==> src/verilog/switch_regs_pkg.sv <==
package switch_regs_pkg;

	// ****************************************
	// register map
	// ****************************************
	localparam int          REG_COUNT           = 7;
	localparam int          WRITABLE_COUNT      = 3;
	localparam logic [2:0]  OFS_CHANNEL_SELECT  = 3'h0;
	localparam logic [2:0]  OFS_CONFIGURATION   = 3'h1;
	localparam logic [2:0]  OFS_FLUSH_OUT       = 3'h2;
	localparam logic [2:0]  OFS_LAST_WRITABLE   = 3'h2;
	localparam logic [2:0]  OFS_LAST_READABLE   = 3'h6;
	localparam logic [2:0]  OFS_STATUS_3        = 3'h3;
	localparam logic [2:0]  OFS_STATUS_4        = 3'h4;
	localparam logic [2:0]  OFS_STATUS_5        = 3'h5;
	localparam logic [2:0]  OFS_STATUS_6        = 3'h6;
	localparam logic [7:0]  RESET_CHANNEL       = 8'h00;
	localparam logic [7:0]  RESET_CONFIG        = 8'h00;
	localparam logic [7:0]  RESET_FLUSH         = 8'h00;

	// ****************************************
	// serial framing
	// ****************************************
	localparam logic [3:0]  BIT_LAST_DATA       = 4'h7;
	localparam logic [3:0]  BIT_ACK             = 4'h8;
	localparam logic [6:0]  DEFAULT_SLAVE_ADDR  = 7'h70;

	typedef enum logic [1:0] {
		PTR_HOLD,
		PTR_WRITE,
		PTR_READ
	} ptr_op_type;

endpackage
==> src/verilog/i2c_switch_register_access.sv <==
`timescale 1ns/1ns

module i2c_switch_register_access
#(
	parameter logic [6:0] SLAVE_ADDR = switch_regs_pkg::DEFAULT_SLAVE_ADDR
)
(
	input  wire logic        ref_clk,
	input  wire logic        rst_n,
	input  wire logic        clk_en,
	input  wire logic        scl_in,
	input  wire logic        sda_in,
	output logic             sda_out,
	output logic             sda_oe_n,
	input  wire logic        enhanced_mode,
	input  wire logic [7:0]  status_reg3,
	input  wire logic [7:0]  status_reg4,
	input  wire logic [7:0]  status_reg5,
	input  wire logic [7:0]  status_reg6,
	output logic      [7:0]  channel_select_reg,
	output logic      [7:0]  configuration_reg,
	output logic      [7:0]  flush_out_sequence_reg,
	output logic             busy
);

	typedef enum logic [2:0] {
		IDLE,
		ADDR,
		ADDR_ACK,
		WR_DATA,
		WR_ACK,
		RD_DATA,
		RD_ACK
	} state_type;

	// ****************************************
	// line sampling and conditions
	// ****************************************
	logic       scl_prev_reg;
	logic       sda_prev_reg;
	logic       scl_rise;
	logic       scl_fall;
	logic       start_seen;
	logic       stop_seen;

	always_ff @(posedge ref_clk)
	begin
		if (!rst_n)
		begin
			scl_prev_reg <= 1'b1;
			sda_prev_reg <= 1'b1;
		end
		else if (clk_en)
		begin
			scl_prev_reg <= scl_in;
			sda_prev_reg <= sda_in;
		end
	end

	assign scl_rise   = scl_in && !scl_prev_reg;
	assign scl_fall   = !scl_in && scl_prev_reg;
	assign start_seen = scl_in && scl_prev_reg && sda_prev_reg && !sda_in;
	assign stop_seen  = scl_in && scl_prev_reg && !sda_prev_reg && sda_in;

	// ****************************************
	// byte engine
	// ****************************************
	state_type  state_reg;
	logic [3:0] bit_cnt_reg;
	logic [7:0] shift_reg;
	logic       enhanced_reg;
	logic       pending_reg;
	logic [7:0] pending_data_reg;
	logic [7:0] rd_byte;
	logic       master_nack_reg;
	logic [2:0] ptr;
	logic       restart;
	switch_regs_pkg::ptr_op_type ptr_op;
	logic       addr_match;

	// address sits above the direction bit once all eight bits are in
	assign addr_match = (shift_reg[7:1] == SLAVE_ADDR);
	assign restart    = start_seen;
	assign busy       = (state_reg != IDLE);

	always_ff @(posedge ref_clk)
	begin
		if (!rst_n)
		begin
			state_reg       <= IDLE;
			bit_cnt_reg     <= 4'h0;
			shift_reg       <= 8'h00;
			master_nack_reg <= 1'b0;
		end
		else if (clk_en)
		begin
			if (start_seen)
			begin
				state_reg   <= ADDR;
				bit_cnt_reg <= 4'h0;
			end
			else if (stop_seen)
				state_reg <= IDLE;
			else
			begin
				unique case (state_reg)
					IDLE: ;
					ADDR, WR_DATA:
					begin
						if (scl_rise)
						begin
							shift_reg   <= {shift_reg[6:0], sda_in};
							bit_cnt_reg <= bit_cnt_reg + 4'h1;
						end
						if (scl_fall && bit_cnt_reg == switch_regs_pkg::BIT_ACK)
						begin
							if (state_reg == WR_DATA)
								state_reg <= WR_ACK;
							else if (addr_match)
								state_reg <= ADDR_ACK;
							else
								state_reg <= IDLE;
						end
					end
					ADDR_ACK:
					begin
						if (scl_fall)
						begin
							bit_cnt_reg <= 4'h0;
							state_reg   <= shift_reg[0] ? RD_DATA : WR_DATA;
						end
					end
					WR_ACK:
					begin
						if (scl_fall)
						begin
							bit_cnt_reg <= 4'h0;
							state_reg   <= WR_DATA;
						end
					end
					RD_DATA:
					begin
						if (scl_fall)
						begin
							bit_cnt_reg <= bit_cnt_reg + 4'h1;
							if (bit_cnt_reg == switch_regs_pkg::BIT_LAST_DATA)
								state_reg <= RD_ACK;
						end
					end
					RD_ACK:
					begin
						if (scl_rise)
							master_nack_reg <= sda_in;
						if (scl_fall)
						begin
							bit_cnt_reg <= 4'h0;
							state_reg   <= master_nack_reg ? IDLE : RD_DATA;
						end
					end
				endcase
			end
		end
	end

	// ****************************************
	// mode sampling
	// ****************************************
	always_ff @(posedge ref_clk)
	begin
		if (!rst_n)
			enhanced_reg <= 1'b0;
		else if (clk_en && start_seen)
			enhanced_reg <= enhanced_mode;
	end

	// ****************************************
	// pointer
	// ****************************************
	always_comb
	begin
		ptr_op = switch_regs_pkg::PTR_HOLD;
		if (state_reg == WR_ACK && scl_fall)
			ptr_op = switch_regs_pkg::PTR_WRITE;
		else if (state_reg == RD_ACK && scl_fall)
			ptr_op = switch_regs_pkg::PTR_READ;
	end

	reg_pointer u_ptr
	(
		.ref_clk  (ref_clk),
		.rst_n    (rst_n),
		.clk_en   (clk_en),
		.restart  (restart),
		.enhanced (enhanced_reg),
		.op       (ptr_op),
		.ptr      (ptr)
	);

	// ****************************************
	// register writes
	// ****************************************
	logic wr_strobe;
	assign wr_strobe = (state_reg == WR_DATA) && scl_fall && (bit_cnt_reg == switch_regs_pkg::BIT_ACK);

	always_ff @(posedge ref_clk)
	begin
		if (!rst_n)
		begin
			channel_select_reg     <= switch_regs_pkg::RESET_CHANNEL;
			configuration_reg      <= switch_regs_pkg::RESET_CONFIG;
			flush_out_sequence_reg <= switch_regs_pkg::RESET_FLUSH;
		end
		else if (clk_en)
		begin
			if (wr_strobe && enhanced_reg)
			begin
				unique case (ptr)
					switch_regs_pkg::OFS_CHANNEL_SELECT: channel_select_reg     <= shift_reg;
					switch_regs_pkg::OFS_CONFIGURATION:  configuration_reg      <= shift_reg;
					switch_regs_pkg::OFS_FLUSH_OUT:      flush_out_sequence_reg <= shift_reg;
					default: ;
				endcase
			end
			else if (stop_seen && pending_reg && !enhanced_reg)
				channel_select_reg <= pending_data_reg;
		end
	end

	// basic mode holds the last byte until STOP so a torn write never reaches the switch
	always_ff @(posedge ref_clk)
	begin
		if (!rst_n)
		begin
			pending_reg      <= 1'b0;
			pending_data_reg <= 8'h00;
		end
		else if (clk_en)
		begin
			if (start_seen || stop_seen)
				pending_reg <= 1'b0;
			else if (wr_strobe && !enhanced_reg)
			begin
				pending_reg      <= 1'b1;
				pending_data_reg <= shift_reg;
			end
		end
	end

	// ****************************************
	// read data and SDA drive
	// ****************************************
	always_comb
	begin
		unique case (ptr)
			switch_regs_pkg::OFS_CHANNEL_SELECT: rd_byte = channel_select_reg;
			switch_regs_pkg::OFS_CONFIGURATION:  rd_byte = configuration_reg;
			switch_regs_pkg::OFS_FLUSH_OUT:      rd_byte = flush_out_sequence_reg;
			switch_regs_pkg::OFS_STATUS_3:       rd_byte = status_reg3;
			switch_regs_pkg::OFS_STATUS_4:       rd_byte = status_reg4;
			switch_regs_pkg::OFS_STATUS_5:       rd_byte = status_reg5;
			switch_regs_pkg::OFS_STATUS_6:       rd_byte = status_reg6;
			default:                             rd_byte = 8'h00;
		endcase
	end

	// sda changes only on SCL low, apart from the release on START or STOP, keeping data stable while SCL is high
	always_ff @(posedge ref_clk)
	begin
		if (!rst_n)
		begin
			sda_out  <= 1'b1;
			sda_oe_n <= 1'b1;
		end
		else if (clk_en)
		begin
			if (start_seen || stop_seen)
			begin
				sda_out  <= 1'b1;
				sda_oe_n <= 1'b1;
			end
			else if (!scl_in)
			begin
				if (state_reg == ADDR_ACK || state_reg == WR_ACK)
				begin
					sda_out  <= 1'b0;
					sda_oe_n <= 1'b0;
				end
				else if (state_reg == RD_DATA && bit_cnt_reg <= switch_regs_pkg::BIT_LAST_DATA)
				begin
					sda_out  <= 1'b0;
					sda_oe_n <= rd_byte[3'h7 - bit_cnt_reg[2:0]];
				end
				else
				begin
					sda_out  <= 1'b1;
					sda_oe_n <= 1'b1;
				end
			end
		end
	end

endmodule // i2c_switch_register_access

==> src/verilog/reg_pointer.sv <==
`timescale 1ns/1ns

// pointer for register access; wrap limits differ for writes and reads
module reg_pointer
(
	input  wire logic                        ref_clk,
	input  wire logic                        rst_n,
	input  wire logic                        clk_en,
	input  wire logic                        restart,
	input  wire logic                        enhanced,
	input  wire switch_regs_pkg::ptr_op_type op,
	output logic      [2:0]                  ptr
);

	// ****************************************
	// pointer update
	// ****************************************
	always_ff @(posedge ref_clk)
	begin
		if (!rst_n)
			ptr <= switch_regs_pkg::OFS_CHANNEL_SELECT;
		else if (clk_en)
		begin
			if (restart)
				ptr <= switch_regs_pkg::OFS_CHANNEL_SELECT;
			else if (!enhanced)
				ptr <= switch_regs_pkg::OFS_CHANNEL_SELECT;
			else if (op == switch_regs_pkg::PTR_WRITE)
				ptr <= (ptr == switch_regs_pkg::OFS_LAST_WRITABLE) ? switch_regs_pkg::OFS_CHANNEL_SELECT
					: ptr + 3'h1;
			else if (op == switch_regs_pkg::PTR_READ)
				ptr <= (ptr == switch_regs_pkg::OFS_LAST_READABLE) ? switch_regs_pkg::OFS_CHANNEL_SELECT
					: ptr + 3'h1;
		end
	end

endmodule // reg_pointer

==> config.mk <==
export PLATFORM = sky130hd
export DESIGN_NAME = i2c_switch_register_access
export DESIGN_NICKNAME = d
export VERILOG_FILES = /design/src/verilog/switch_regs_pkg.sv /design/src/verilog/i2c_switch_register_access.sv /design/src/verilog/reg_pointer.sv
export SDC_FILE = /design/constraint.sdc
export NUM_CORES = 1
export LEC_CHECK = 0
export ABC_AREA = 1
export BUFFER_PORTS_ARGS = -buffer_cell sky130_fd_sc_hd__buf_4
export CORE_ASPECT_RATIO = 0.75
export CORE_MARGIN = 1
export CORE_UTILIZATION = 45
export CTS_CLUSTER_SIZE = 40
export DETAILED_ROUTE_END_ITERATION = 7
export PLACE_DENSITY = 0.67
export REMOVE_ABC_BUFFERS = 1
export SYNTH_ARGS = -nofsm -noshare
export SYNTH_HDL_FRONTEND = slang
export SYNTH_SLANG_ARGS = --single-unit
==> constraint.sdc <==
create_clock -name ref_clk -period 3.36 [get_ports ref_clk]
set_clock_uncertainty 0.05 [all_clocks]
set_input_delay 0.504 -clock ref_clk [delete_from_list [all_inputs] [get_ports ref_clk]]
set_output_delay 0.504 -clock ref_clk [all_outputs]
set_load 0.01 [all_outputs]
Word-level counts from Yosys, hierarchy flattened --
Cells that the tools add are included.
Storage, ports and cells: register bits 57, logic and storage cells 140
Cells by class: add/subtract/negate cells 3, order comparisons 2, equal/unequal tests 30, multiplexer cells 43, bitwise gates (word level) 3, reduce and logical (&&, ||, !) cells 44
Operators with widths (count):
- 8-bit one-hot mux with 7 select lines | 1
- 3-bit 2-to-1 mux | 17
- 8-bit 2-to-1 mux | 3
- 4-bit inequality test, second input constant | 6
- 4-bit 2-to-1 mux | 5
- 3-bit equality test, second input constant | 6
- 1-bit logical AND | 18
- 3-bit one-hot mux with 5 select lines | 1
- 3-bit by 2-bit equality test with 1-bit output, second input constant | 4
- 4-bit one-hot mux with 3 select lines | 1
- 3-bit AND reduction | 4
- 1-bit 2-to-1 mux | 11
- 5-bit AND reduction | 2
- 8-bit AND reduction | 1
- 7-bit equality test, second input constant | 1
- 7-bit nonzero test | 1
- 3-bit by 1-bit equality test with 1-bit output, second input constant | 2
- 2-bit 2-to-1 mux | 3
- 3-bit inequality test, second input constant | 2
- 2-bit AND reduction | 3
- 6-bit AND reduction | 1
- 1-bit zero test | 5
- 4-bit by 1-bit adder with 4-bit output, second input constant | 1
- 4-bit by 3-bit equality test with 1-bit output, second input constant | 1
- other kinds (20) | 25

Logic depth before layout (Yosys ltp) --
depth in word-level cells 10, mapped depth 14, depth with buffers taken out 11

Modules after synthesis --
Synthesis repeated with hierarchy kept, for this count alone.
Unflattened totals: cell total of the unflattened synthesis 500, area, all modules 3236.9 um^2
By module, submodules not included:
- i2c_switch_register_access | instances 1, cells an instance 464, area each 3024.2 um^2, sequential area each 1081.0 um^2
- reg_pointer | instances 1, cells an instance 36, area each 212.7 um^2, sequential area each 60.1 um^2

Worst setup path before layout --
OpenSTA, ideal clock, no wires.
kind reg2reg, from register u_ptr.ptr[0], to register sda_oe_n, arrival time 1.719 ns, slack 1.532 ns, stages on the path, launching flop included 15, path buffers 3, period minus slack after synthesis 1.828 ns, path through dfxtp_1 -> buf_2 -> buf_1 -> nand2_1 -> inv_1 -> ha_1 -> buf_1 -> a21oi_1 -> nand2_1 -> nor2_1 -> nand2_1 -> nand3_1 -> nand3_1 -> nand3_1 -> nand2_1
On the way: longest elaborated chain between the ends 8, elaborated cells between the ends (all ways) 14
RTL lines:
- start, declared | RTL line reg_pointer.sv:12 | output logic [2:0] ptr
- start signal, assigned | RTL line reg_pointer.sv:21 | ptr <= switch_regs_pkg::OFS_CHANNEL_SELECT;
- start signal, assigned | RTL line reg_pointer.sv:25 | ptr <= switch_regs_pkg::OFS_CHANNEL_SELECT;
- start signal, assigned | RTL line reg_pointer.sv:27 | ptr <= switch_regs_pkg::OFS_CHANNEL_SELECT;
- 3-bit equality test, or another cell as far along | RTL line i2c_switch_register_access.sv:254 | unique case (ptr)
- 8-bit one-hot mux with 7 select lines * | RTL line i2c_switch_register_access.sv:254
- 1-bit binary-select mux with 3-bit select * | RTL line i2c_switch_register_access.sv:291 | sda_oe_n <= rd_byte[3'h7 - bit_cnt_reg[2:0]];
- 1-bit 2-to-1 mux (implied by the code) * | RTL line i2c_switch_register_access.sv:291
- 1-bit 2-to-1 mux * | RTL line i2c_switch_register_access.sv:288 | else if (state_reg == RD_DATA && bit_cnt_reg <= switch_regs_pkg::BIT_LAST_DATA)
- 1-bit 2-to-1 mux * | RTL line i2c_switch_register_access.sv:283 | if (state_reg == ADDR_ACK || state_reg == WR_ACK)
- 1-bit 2-to-1 mux * | RTL line i2c_switch_register_access.sv:281 | else if (!scl_in)
- 1-bit 2-to-1 mux * | RTL line i2c_switch_register_access.sv:276 | if (start_seen || stop_seen)
- end signal, assigned | RTL line i2c_switch_register_access.sv:291
- end, declared | RTL line i2c_switch_register_access.sv:14 | output logic sda_oe_n,
Mark *: on every way between the ends. The rest lies on a longest branch, timed or not. The select of a mux whose other input is x is not followed. A chain may end at the register's enable or synchronous reset.

Final worst setup path --
from register u_ptr.ptr[0], to register channel_select_reg[0]
On the way: longest elaborated chain between the ends 3
RTL lines:
- 3-bit zero test | RTL line i2c_switch_register_access.sv:217 | unique case (ptr)
- 2-bit by 1-bit inequality test with 1-bit output (no source line)
- 3-bit AND reduction (no source line)
- end signal, assigned | RTL line i2c_switch_register_access.sv:209 | channel_select_reg <= switch_regs_pkg::RESET_CHANNEL;
- end signal, assigned | RTL line i2c_switch_register_access.sv:218 | switch_regs_pkg::OFS_CHANNEL_SELECT: channel_select_reg <= shift_reg;
- end signal, assigned | RTL line i2c_switch_register_access.sv:225 | channel_select_reg <= pending_data_reg;
- end, declared | RTL line i2c_switch_register_access.sv:20 | output logic [7:0] channel_select_reg,
Every way passes these cells.

==> summary.md <==
| Metric | Value |
|---|---|
| Root Buffer | clkbuf_8 |
| Setup ws final | slightly below 0.9 ns |
| H-tree levels | 3 |
| Post-DRT Antenna Nets | 0 |
| Max Buffers Root-to-Sink | 2 |
| Area grow syn2layout | 21.0% |
| Min cycle time layout | approximately 2.5 ns |
| First-pass GRT wire length | around 15,000 um |
| Fillers | between 600 and 700 |
| CP Data Arrival Time | approximately 2.7 ns |
| Worst EP required | about 3.6 ns |
| CTS Sinks | 57 |
| CP bufs+invs | 1 |
| Crit path max-delay family | simple AND/OR/NAND/NOR gates |
| Outcome | completed |
| NumNets Final | ~570 |
| Yosys warning count | 0 |
| Post-Synthesis Cells | 476 |
| Worst VDD drop | roughly 0.25 mV |
| Drt via density | between 5 and 6 |
| Initial Utilization | a little under half |
| Final Cycle Share | 73.9% |
| Slew Limit Headroom | about two fifths |
| DR iter-0 viols | around 270 |
| Slowest CP cell | nor2_1 |
| Synth cell types | 40 |
| Crit path launch type | flip-flop |
| Ports | 65 |
| Multi-input logic area | approximately 1800 sq um |
| Die height | ~75 um |
| Drt drc | 0 |
| Leakage power | ~1.7 nW |
| CTS tree | built |
| Routed vias | 3,352 |
| DP Worst Slack | a little over 0.9 ns |
| Total gr overflow | 0 |
| Critical Path Sink Type | flip-flop |
| Layout cells sized above 1 | 22.2% |
| Max_cap viols | 0 |
| Detailed Place HPWL | 7230 um |
| Die Area | 7490 sq um |
| F_max | 403 MHz |
| # hold bufs at CTS | 0 |
| Post-Syn Area | ~3200 sq um |
| Mean Syn Cell Area | slightly below 7 sq um |
| Pwr Density | about 390 nW/um^2 |
| TritonRoute pass-1 iters | 5 |
| Chip width | roughly 100 um |
| Final Max Slew Viols | 0 |
| Reg area | around 1100 sq um |
| Register bit total from synthesis | 57 |
| Post-CTS setup buffers | 0 |
| Largest net degree at the start of global routing | 41 |
| GPL Wtd Cong | ~0.94 |
| Slew @ Worst Pin | ~0.90 ns |
| Max stage delay on crit path | 0.74 ns |
| Clock latency on the worst-skew pair | about 0.34 ns |
| Vias in the first global route | 2,883 |
| Num rows | 26 |
| Setup TNS | 0 ns |
| Setup violations, final | 0 |
| Register area share after synthesis | a little over a third |
| Tot GR Track Use | about a quarter |
| Cells along the critical path | nor2_1 > nand2_1 > nand2_2 > nand3_2 > inv_1 > nand2_1 > a21oi_2 |
| CP max FO | 17 |
| WS Path Type | flip-flop to flip-flop |
| CORE AREA | 6860 sq um |
| Total CTS buffers | 9 |
| Resized cells post-CTS | 0 |
| Ant diodes | 0 |
| Initial antenna violation count | 0 |
| RSZ-0062 raised after global routing | false |
| Most used cell, CP | nand2_1 |
| Port Buffer Count | 64 |
| Final Hold Fails | 0 |
| Final WL | 9670 um |
| CTS clk-pin slew, worst paths | ~0.070 ns |
| Worst Hold Class | input pin to flip-flop |
| Drt wl/cell | between 15 and 20 um |
through the flow:
step | power, mW | hold WS (ns) | util (%) | cell area (sq um) | instances
detailed placement | 0.897 | 0.395 | 53.9 | 3700 | 618
global placement | 0.897 | 0.390 | 53.9 | 3700 | 618
finish | 1.50 | 0.355 | 56.7 | 3890 | 634
floorplan | 0.813 | 0.374 | - | 3090 | 455
global route | 1.56 | 0.372 | 56.7 | 3890 | 634
CTS | 1.50 | 0.344 | 56.7 | 3890 | 634
logic make-up (layout without fill, tap and decap cells):
logic type / after synthesis / in the layout / share of synthesized area (%)
fa+ha+maj: 3 / 3 / 1.17
buf+inv: 70 / 130 / 9.73
xor+xnor: 1 / 1 / 0.273
simple gates: 226 / 226 / 32.6
compound gates: 119 / 119 / 20.7
flops: 57 / 57 / 35.5
synthesized netlist by cell type, drive strengths merged:
library cell | number | area, sq um
buf | 16 | 108
a21oi | 52 | 283
a21o | 1 | 7.51
ha | 3 | 37.5
clkinv | 2 | 10.0
dfxtp | 57 | 1140
o211ai | 1 | 7.51
nor4 | 1 | 6.26
a31oi | 1 | 6.26
o21bai | 1 | 7.51
inv | 47 | 176
nand3 | 40 | 228
o21ai | 57 | 293
a211oi | 5 | 52.6
nand4 | 12 | 75.1
nor2 | 62 | 267
nor3 | 10 | 61.3
o21ba | 1 | 10.0
nor3b | 1 | 7.51
nand2 | 99 | 397
and3 | 1 | 6.26
clkbuf | 5 | 18.8
xor2 | 1 | 8.76
worst paths after layout:
| path | startpoint | slack (ns) | end | cells after the start |
|---|---|---|---|---|
| hold / removal | sda_in | 0.36 | sda_prev_reg | 3 |
| setup / recovery | u_ptr.ptr[0] | 0.88 | channel_select_reg[0] | 7 |
| hold reg to reg | pending_data_reg[1] | 0.40 | pending_data_reg[1] | 2 |
| setup reg to reg | u_ptr.ptr[0] | 0.88 | channel_select_reg[0] | 7 |
worst min-delay path, stage by stage:
cell and delay [ns]:
buf_4 0.09, a21oi_1 0.05, o21ai_0 0.07
power by group:
group,internal [mW],switching (mW),leakage (nW)
sequential,0.687,0.0191,0.461
combinational,0.0709,0.109,1.18
clock,0.310,0.308,0.0878
total,1.07,0.436,1.73
cells in the final DEF (no fill, tap or decap):
| cell type | netlist | layout |
|---|---|---|
| nand4_1 | 12 | 12 |
| inv_1 | 42 | 42 |
| o21ba_2 | 1 | 1 |
| nor2_1 | 56 | 56 |
| xor2_1 | 1 | 1 |
| and3_1 | 1 | 1 |
| a21oi_2 | 6 | 6 |
| a211oi_2 | 3 | 3 |
| nand3_1 | 36 | 36 |
| dfxtp_1 | 57 | 57 |
| nand2_4 | 1 | 1 |
| nor4_1 | 1 | 1 |
| nand2_1 | 91 | 91 |
| o21ai_1 | 6 | 6 |
| a31oi_1 | 1 | 1 |
| nand3_2 | 3 | 3 |
| o21ai_2 | 2 | 2 |
| buf_4 | 1 | 65 |
| clkinvlp_4 | 0 | 3 |
| o21ai_0 | 49 | 49 |
| ha_1 | 3 | 3 |
| inv_2 | 5 | 5 |
| clkinv_2 | 2 | 2 |
| a21oi_1 | 46 | 46 |
| o211ai_1 | 1 | 1 |
| clkinv_4 | 0 | 2 |
| nand2_2 | 7 | 7 |
| nor3_4 | 1 | 1 |
| nor3b_1 | 1 | 1 |
| nor2_8 | 1 | 1 |
| clkbuf_8 | 0 | 11 |
| nor2_4 | 1 | 1 |
| nand3_4 | 1 | 1 |
| o21bai_1 | 1 | 1 |
| nor2_2 | 4 | 4 |
| a21o_1 | 1 | 1 |
| nor3_1 | 9 | 9 |
| a211oi_1 | 2 | 2 |
area by class of cell:
class | count | area share [%]
clock inverters | 5 | 1.03
well taps | 98 | 3.15
inverters | 49 | 4.79
flip-flops and latches | 57 | 29.3
multi-input cells | 349 | 45.3
repair buffers | 65 | 12.5
clock buffers | 11 | 3.89
layer usage:
metal	share of wire, %	track usage, %	up-vias
li1	-	-	1697
met1	52	40.4	1512
met2	39	37.1	130
met3	7.7	6.59	13
met4	1.2	7.84	0
met5	0	0	-
Note: power is estimated with default switching activity, not from simulation.
